<file path="config.mk">
export PLATFORM = sky130hd
export DESIGN_NAME = acr_regs
export DESIGN_NICKNAME = d
export VERILOG_FILES = /design/src/rtl/acr_pkg.sv /design/src/rtl/acr_regs.sv
export SDC_FILE = /design/constraint.sdc
export NUM_CORES = 1
export LEC_CHECK = 0
export BUFFER_PORTS_ARGS = -buffer_cell sky130_fd_sc_hd__buf_2
export CAP_MARGIN = 15
export CORE_UTILIZATION = 54
export CTS_BUF_LIST = sky130_fd_sc_hd__clkbuf_4 sky130_fd_sc_hd__clkbuf_8
export DETAILED_ROUTE_END_ITERATION = 12
export PLACE_DENSITY = 0.83
export SLEW_MARGIN = 30
export SYNTH_ARGS = -nofsm -noshare
export SYNTH_HDL_FRONTEND = slang
export SYNTH_SLANG_ARGS = --single-unit
</file>
<file path="constraint.sdc">
create_clock -name clk -period 3.6 [get_ports clk]
set_input_delay 0.36 -clock clk [delete_from_list [all_inputs] [get_ports clk]]
set_output_delay 0.36 -clock clk [all_outputs]
set_load 0.02 [all_outputs]
</file>
<file path="src/rtl/acr_pkg.sv">
// How it works
// - mic gain code 00/01 gives 0 dB, 10 gives 6 dB, 11 gives 12 dB
// - clock ratio code 00/11 is 256 Fs, 01 is 384 Fs, 10 is 512 Fs
// - rate codes 0..8 select 48 down to 8 kHz; reset is 48 kHz
// - format 00: playback 16-bit right justified, record 16-bit left justified
// - format 01: playback 20-bit right justified, record 20-bit left justified
// - format 10: both directions 20-bit left justified
// - format 11, reset value: both directions 20-bit I2S
// - record word: left mute 15, left gain 14:8, right mute 7, right gain 6:0
// - gain code steps 0.5 dB; 7F is +20, 57 is 0, 07 is -40 dB
// - gain code below 07 mutes the channel like its mute bit
// - left mute ramps gain down to lowest level, then mutes
// - unmute ramps back up to the kept gain code
// - right mute ramps down independently before muting
// - every record gain change is stepped, never jumped
// - reset: both mutes set, both gains 1010111
// - muted channel input is tied to the common-mode reference
// - control fields live in the audio control word at address 00h
package acr_pkg;

    localparam logic [3:0]  ACR_ADDR_CTRL   = 4'h0;
    localparam logic [3:0]  ACR_ADDR_GAIN   = 4'h1;
    localparam logic [15:0] ACR_CTRL_RESET  = 16'h0003;
    localparam logic [15:0] ACR_GAIN_RESET  = 16'hD7D7;
    localparam logic [6:0]  ACR_GAIN_MIN    = 7'h07;
    localparam logic [6:0]  ACR_GAIN_UNITY  = 7'h57;
    localparam logic [6:0]  ACR_GAIN_MAX    = 7'h7F;
    localparam logic [3:0]  ACR_RATE_LAST   = 4'h8;
    localparam int          ACR_MIC_POS     = 8;
    localparam int          ACR_RATIO_POS   = 6;
    localparam int          ACR_RATE_POS    = 2;
    localparam int          ACR_FMT_POS     = 0;
    localparam int          ACR_LMUTE_POS   = 15;
    localparam int          ACR_LGAIN_POS   = 8;
    localparam int          ACR_RMUTE_POS   = 7;
    localparam int          ACR_RGAIN_POS   = 0;

    typedef enum logic [1:0]
    {
        ACR_FMT_RJ16 = 2'b00,
        ACR_FMT_RJ20 = 2'b01,
        ACR_FMT_LJ20 = 2'b10,
        ACR_FMT_I2S  = 2'b11
    } acr_fmt_t;

    // framing decoded for the serial audio link
    typedef struct packed
    {
        logic [4:0] play_bits;
        logic       play_right_just;
        logic       play_i2s;
        logic [4:0] rec_bits;
        logic       rec_i2s;
    } acr_frame_t;

    typedef struct packed
    {
        logic [3:0]  mic_gain_db;
        logic [9:0]  mclk_ratio;
        logic [16:0] rate_hz_x10;
        logic [3:0]  rate_code;
        acr_frame_t  frame;
    } acr_cfg_t;

endpackage

</file>
<file path="src/rtl/acr_regs.sv">
`timescale 1ns/100ps
module acr_regs
    import acr_pkg::*;
(
    input  wire logic        clk,
    input  wire logic        arst_n,
    input  wire logic        wr_en,
    input  wire logic [3:0]  wr_addr,
    input  wire logic [15:0] wr_data,
    input  wire logic [3:0]  rd_addr,
    output logic      [15:0] rd_data,
    input  wire logic        frame_sync,
    output acr_cfg_t         cfg,
    output logic      [6:0]  rec_left_applied,
    output logic      [6:0]  rec_right_applied,
    output logic             rec_left_to_common_mode_ref,
    output logic             rec_right_to_common_mode_ref
);

    // ****************************************************************
    // decoding helpers
    // ****************************************************************
    function automatic logic [3:0] mic_db(input logic [1:0] c);
        case (c)
            2'b10:   mic_db = 4'h6;
            2'b11:   mic_db = 4'hC;
            default: mic_db = 4'h0;
        endcase
    endfunction

    function automatic logic [9:0] ratio(input logic [1:0] c);
        case (c)
            2'b01:   ratio = 10'h180;
            2'b10:   ratio = 10'h200;
            default: ratio = 10'h100;
        endcase
    endfunction

    // rate in units of 0.01 kHz scaled as Hz/10
    function automatic logic [16:0] rate(input logic [3:0] c);
        case (c)
            4'h1:    rate = 17'h113A;
            4'h2:    rate = 17'h0C80;
            4'h3:    rate = 17'h0960;
            4'h4:    rate = 17'h089D;
            4'h5:    rate = 17'h0640;
            4'h6:    rate = 17'h04B0;
            4'h7:    rate = 17'h0451;
            4'h8:    rate = 17'h0320;
            default: rate = 17'h12C0;
        endcase
    endfunction

    function automatic acr_frame_t framing(input logic [1:0] c);
        acr_frame_t f;
        f = '{play_bits: 5'h14, play_right_just: 1'b0, play_i2s: 1'b0, rec_bits: 5'h14, rec_i2s: 1'b0};
        case (acr_fmt_t'(c))
            ACR_FMT_RJ16:
            begin
                f.play_bits       = 5'h10;
                f.play_right_just = 1'b1;
                f.rec_bits        = 5'h10;
            end
            ACR_FMT_RJ20: f.play_right_just = 1'b1;
            ACR_FMT_LJ20: f.play_right_just = 1'b0;
            ACR_FMT_I2S:
            begin
                f.play_i2s = 1'b1;
                f.rec_i2s  = 1'b1;
            end
            default: f.play_i2s = 1'b0;
        endcase
        framing = f;
    endfunction

    // ****************************************************************
    // register storage
    // ****************************************************************
    logic [15:0] ctrl_q;
    logic [15:0] gain_q;
    logic [15:0] ctrl_live_q;

    always_ff @(posedge clk or negedge arst_n)
    begin
        if (!arst_n)
            ctrl_q <= ACR_CTRL_RESET;
        else if (wr_en && wr_addr == ACR_ADDR_CTRL)
            ctrl_q <= {6'h00, wr_data[9:0]};
    end

    always_ff @(posedge clk or negedge arst_n)
    begin
        if (!arst_n)
            gain_q <= ACR_GAIN_RESET;
        else if (wr_en && wr_addr == ACR_ADDR_GAIN)
            gain_q <= wr_data;
    end

    // clocking and framing only switch between frames to avoid torn words
    always_ff @(posedge clk or negedge arst_n)
    begin
        if (!arst_n)
            ctrl_live_q <= ACR_CTRL_RESET;
        else if (frame_sync)
            ctrl_live_q <= ctrl_q;
    end

    always_comb
    begin
        case (rd_addr)
            ACR_ADDR_CTRL: rd_data = ctrl_q;
            ACR_ADDR_GAIN: rd_data = gain_q;
            default:       rd_data = 16'h0000;
        endcase
    end

    always_comb
    begin
        cfg.mic_gain_db = mic_db(ctrl_live_q[ACR_MIC_POS +: 2]);
        cfg.mclk_ratio  = ratio(ctrl_live_q[ACR_RATIO_POS +: 2]);
        cfg.rate_code   = ctrl_live_q[ACR_RATE_POS +: 4];
        cfg.rate_hz_x10 = rate(ctrl_live_q[ACR_RATE_POS +: 4]);
        cfg.frame       = framing(ctrl_live_q[ACR_FMT_POS +: 2]);
    end

    // ****************************************************************
    // soft-stepped record gain, one channel per generate pass
    // ****************************************************************
    logic [1:0] mute_bits;
    logic [6:0] gain_codes [2];
    logic [6:0] applied    [2];
    logic [1:0] hard_mute;

    assign mute_bits     = {gain_q[ACR_RMUTE_POS], gain_q[ACR_LMUTE_POS]};
    assign gain_codes[0] = gain_q[ACR_LGAIN_POS +: 7];
    assign gain_codes[1] = gain_q[ACR_RGAIN_POS +: 7];

    genvar ch;
    generate
        for (ch = 0; ch < 2; ch++)
        begin : g_ch
            logic [6:0] app_q;
            logic       mute_q;
            logic       want_mute;
            logic [6:0] target;

            // low codes behave like the mute bit
            assign want_mute = mute_bits[ch] || (gain_codes[ch] < ACR_GAIN_MIN);
            assign target    = want_mute ? ACR_GAIN_MIN : gain_codes[ch];

            always_ff @(posedge clk or negedge arst_n)
            begin
                if (!arst_n)
                    app_q <= ACR_GAIN_MIN;
                else if (frame_sync && app_q < target)
                    app_q <= app_q + 7'h01;
                else if (frame_sync && app_q > target)
                    app_q <= app_q - 7'h01;
            end

            // mute engages only at the floor; releases on the clock after want_mute clears, even before any ramp-up step
            always_ff @(posedge clk or negedge arst_n)
            begin
                if (!arst_n)
                    mute_q <= 1'b1;
                else
                    mute_q <= want_mute && app_q == ACR_GAIN_MIN;
            end

            assign applied[ch]   = app_q;
            assign hard_mute[ch] = mute_q;
        end
    endgenerate

    assign rec_left_applied             = applied[0];
    assign rec_right_applied            = applied[1];
    assign rec_left_to_common_mode_ref  = hard_mute[0];
    assign rec_right_to_common_mode_ref = hard_mute[1];

endmodule

</file>
==> impl_metrics.py <==
metrics = {
    "clock_tree": {
        "tritoncts": "built",
        "clk_latency_ns": 0.32,
        "clk_pin_slew_ns": 0.11,
        "htree_num_levels": 2,
        "numCtsBuffers": 5,
        "cts_hold_buf": 0,
        "resized_cells_post_cts": 0,
        "cts.sinks": 52,
        "cts_setup_buffers": 0,
        "cts.path.max_buffers": 2,
        "root_buffer": "sky130_fd_sc_hd__clkbuf_8",
    },
    "detailed_routing": {
        "drt_iter0_drc": 101,
        "vias_per_cell": 5.564,
        "antenna_left": 0,
        "postRouteWirelength_um": 7728,
        "wire_per_inst_um": 15.30,
        "num_vias": 2810,
        "post-route-drc-count": 0,
        "drt_pass1_iterations": 4,
    },
    "worst_setup_path": {
        "critical_path.endpoint_type": "flip-flop",
        "critical_path_cell_list": "nor4_2 -> nor3_1 -> ha_1 -> a21oi_1 -> o21ai_0 -> a21oi_1 -> nand2_1 -> ha_1 -> or4b_1 -> mux4_2 -> o2111ai_2",
        "slowest_delay_ns": 0.52,
        "cpMaxStageDelayCell": "sky130_fd_sc_hd__or4b_1",
        "critical_path.top_delay_family": "simple AND/OR/NAND/NOR gates",
        "critical_path_arrival_ns": 3.64,
        "worst_setup_start_kind": "flip-flop",
        "critPathMaxFanout": 6,
        "critical_path.n_buffers_inverters": 0,
        "criticalPathCategory": "flip-flop to flip-flop",
        "worst-endpoint-required_ns": 3.84,
    },
    "synthesis": {
        "ys_warn_count": 0,
        "synth_simple_gate_area_share_pct": 15.95,
        "syn_area_per_cell_um2": 10.29,
        "synthAdderAreaFrac_pct": 11.31,
        "synth_top_family_by_area": "simple AND/OR/NAND/NOR gates",
        "cell_count_after_synthesis": 346,
        "synth-seq-cells": 52,
        "post_synth_main_area_contributors": "sky130_fd_sc_hd__dfrtp_1, sky130_fd_sc_hd__dfstp_2, sky130_fd_sc_hd__mux2_2",
        "synth.distinct_cells": 41,
        "yosys.area.top_type_share_pct": 19.68,
        "synth_area_leader_cell": "sky130_fd_sc_hd__dfrtp_1",
        "synth_xor_xnor_area_share_pct": 2.460,
        "synth_compound_gate_area_share_pct": 9.206,
        "netlist_area_pre_place_um2": 3561,
        "fraction_of_the_yosys_area_taken_by_sequential_cells_pct": 37.39,
        "synth.area.mux_share_pct": 15.67,
    },
    "global_route": {
        "globalRoute.totalOverflow": 0,
        "gr-usage-met2_pct": 40.16,
        "grt_max_degree": 30,
        "grtUsageMet1_pct": 27.11,
        "wire_length_of_the_first_global_routing_pass_um": 12980,
        "gr-max-usage-layer": "met2",
        "via_count_of_the_first_global_routing_pass": 2846,
        "use_met3_pct": 5.964,
        "globalRouteTotalUtil_pct": 23.15,
        "number_of_antenna_violations_at_the_first_check_in_global_routing": 0,
    },
    "cells_and_area": {
        "final_area_um2": 4090,
        "area_growth_syn_to_layout_pct": 14.86,
        "finalNetCount": 486,
        "layout_common_cells": "sky130_fd_sc_hd__buf_2, sky130_fd_sc_hd__mux2_2, sky130_fd_sc_hd__ha_1",
        "antenna_cell_count": 0,
        "final-seq-area_um2": 1331,
        "layout.filler_cells": 516,
        "drive_above_1_share_pct": 41.82,
        "multi_input_comb_area_um2": 2053,
        "layout_commonest_cell": "sky130_fd_sc_hd__buf_2",
    },
    "power_and_ir_drop": {
        "clockPowerShare_pct": 10.4,
        "pwr-share-seq_pct": 32.6,
        "leakagePower_uw": 0.001955,
        "p_sw_share_pct": 44.46,
        "ir_worst_vdd_uv": 628.0,
        "powerDensity_nw_per_um2": 825.9,
        "share_comb_of_total_power_pct": 57.0,
        "internal_power_uw": 1876,
        "total_switching_power_uw": 1502,
    },
    "sta": {
        "slew_viol_final": 0,
        "period_minus_slack_ns": 3.402,
        "worst_clock_skew_ns": 0.01042,
        "worst-slew-pin-transition_ns": 0.7309,
        "final_min_period_over_clock_period_pct": 94.49,
        "timing.hold.ws_ns": 0.008931,
        "hold_violations": 0,
        "number_of_setup_violations_in_the_final_report": 0,
        "max_slew_margin_pct": 51.16,
        "fmaxAchievable_mhz": 294.0,
    },
    "floorplan": {
        "pin_count": 108,
        "initial_core_util_pct": 56.08,
        "core_um2": 6350,
        "num_rows": 29,
        "chip_width_um": 83.21,
        "die_y_um": 83.21,
        "die_area_um2": 6923,
    },
    "outcome": {
        "result_of_the_run": "complete, no violations",
    },
    "flow_run": {
        "drv_cap": 0,
    },
    "place": {
        "placement.io_buffers": 87,
        "detailedPlacementHpwl_um": 5858,
        "place.gp.congestion": 0.8784,
        "postPlaceCellArea_um2": 3986,
    },
    "hold_path": {
        "class_of_the_tightest_hold_or_removal_check": "input port to asynchronous set/reset pin",
    },
}
area by class of cell:
| type | instances | area share (%) |
|---|---|---|
| multi-input cells | 264 | 50.20 |
| flip-flops and latches | 52 | 32.55 |
| repair buffers | 92 | 11.56 |
| well taps | 77 | 2.355 |
| clock buffers | 5 | 1.682 |
| inverters | 12 | 1.101 |
| clock inverters | 3 | 0.5506 |
cells in the mapped netlist:
cell type	instances
sky130_fd_sc_hd__and2_1	9
sky130_fd_sc_hd__nor2_1	14
sky130_fd_sc_hd__clkbuf_1	9
sky130_fd_sc_hd__conb_1	2
sky130_fd_sc_hd__nand3_1	6
sky130_fd_sc_hd__nor4b_1	1
sky130_fd_sc_hd__nand2_1	28
sky130_fd_sc_hd__xor2_1	2
sky130_fd_sc_hd__and4_4	2
sky130_fd_sc_hd__ha_1	29
sky130_fd_sc_hd__nand4_1	6
sky130_fd_sc_hd__a21o_1	4
sky130_fd_sc_hd__inv_1	12
sky130_fd_sc_hd__buf_4	26
sky130_fd_sc_hd__dfstp_2	24
sky130_fd_sc_hd__nor3_1	6
sky130_fd_sc_hd__buf_1	1
sky130_fd_sc_hd__nor4_1	3
sky130_fd_sc_hd__a31o_2	1
sky130_fd_sc_hd__o22a_1	1
sky130_fd_sc_hd__dfrtp_1	28
sky130_fd_sc_hd__fa_1	2
sky130_fd_sc_hd__xnor2_1	8
sky130_fd_sc_hd__nor3b_1	2
sky130_fd_sc_hd__or3_1	3
sky130_fd_sc_hd__a22o_1	11
sky130_fd_sc_hd__nor2b_1	4
sky130_fd_sc_hd__mux4_2	2
sky130_fd_sc_hd__o2111ai_1	1
sky130_fd_sc_hd__mux2_2	42
sky130_fd_sc_hd__or4b_1	1
sky130_fd_sc_hd__o21ai_0	9
sky130_fd_sc_hd__o2111ai_2	1
sky130_fd_sc_hd__and4_1	2
sky130_fd_sc_hd__or2_2	2
sky130_fd_sc_hd__nand3b_1	1
sky130_fd_sc_hd__nor4_2	1
sky130_fd_sc_hd__nand2b_1	14
sky130_fd_sc_hd__a21oi_1	20
sky130_fd_sc_hd__o211ai_1	2
sky130_fd_sc_hd__mux2i_1	4
sequential cells by signal (all words and copies together), names as in the netlist:
name,cells
rec_left_applied,7
ctrl_live_q,10
gain_q,16
rec_right_to_common_mode_ref,1
ctrl_q,10
rec_left_to_common_mode_ref,1
rec_right_applied,7
power groups by stage:
stage	clock network [uW]	registers, uW	logic [uW]
floorplan	0	1110	1420
global placement	0	1090	1800
detailed placement	0	1110	1910
CTS	362	1100	1920
global route	383	1140	2130
finish	352	1100	1930
kinds of logic after synthesis:
family,count (synthesis)
DFF,52
other,2
buffers and inverters,48
and+or+nand+nor,105
AOI/OAI and AO/OA,50
adders and majority gates,31
muxes,48
xor gates and xnor gates,10
final timing paths:
kind	startpoint	end	slack, ns	cells after the start
max reg2reg	gain_q[11]	rec_left_applied[6]	0.20	11
max in group asynchronous	arst_n	rec_right_to_common_mode_ref	2.77	2
min in group clk	wr_data[15]	gain_q[15]	0.26	2
min	arst_n	gain_q[11]	0.009	1
max	gain_q[11]	rec_left_applied[6]	0.20	11
min reg2reg	ctrl_live_q[1]	ctrl_live_q[1]	0.52	2
metal layers:
metal / up-vias / part of all wire [%]
met5: - / 0
li1: 1339 / -
met2: 98 / 51
met3: 13 / 6.1
met1: 1360 / 41
met4: 0 / 2.0
stage by stage:
stage          TNS (ns)  total power, uW  util [%]  instances  setup slack, ns
2_1_floorplan         0             2533         -        364           0.2867
3_3_place_gp          0             2894     62.64        497           0.2801
3_5_place_dp          0             3019     62.78        497           0.1446
4_1_cts               0             3381     64.22        505           0.1221
5_1_grt        -0.01149             3649     64.41        505         -0.01149
6_report              0             3378     64.41        505           0.1983
Note: power is estimated with default switching activity, not from simulation.
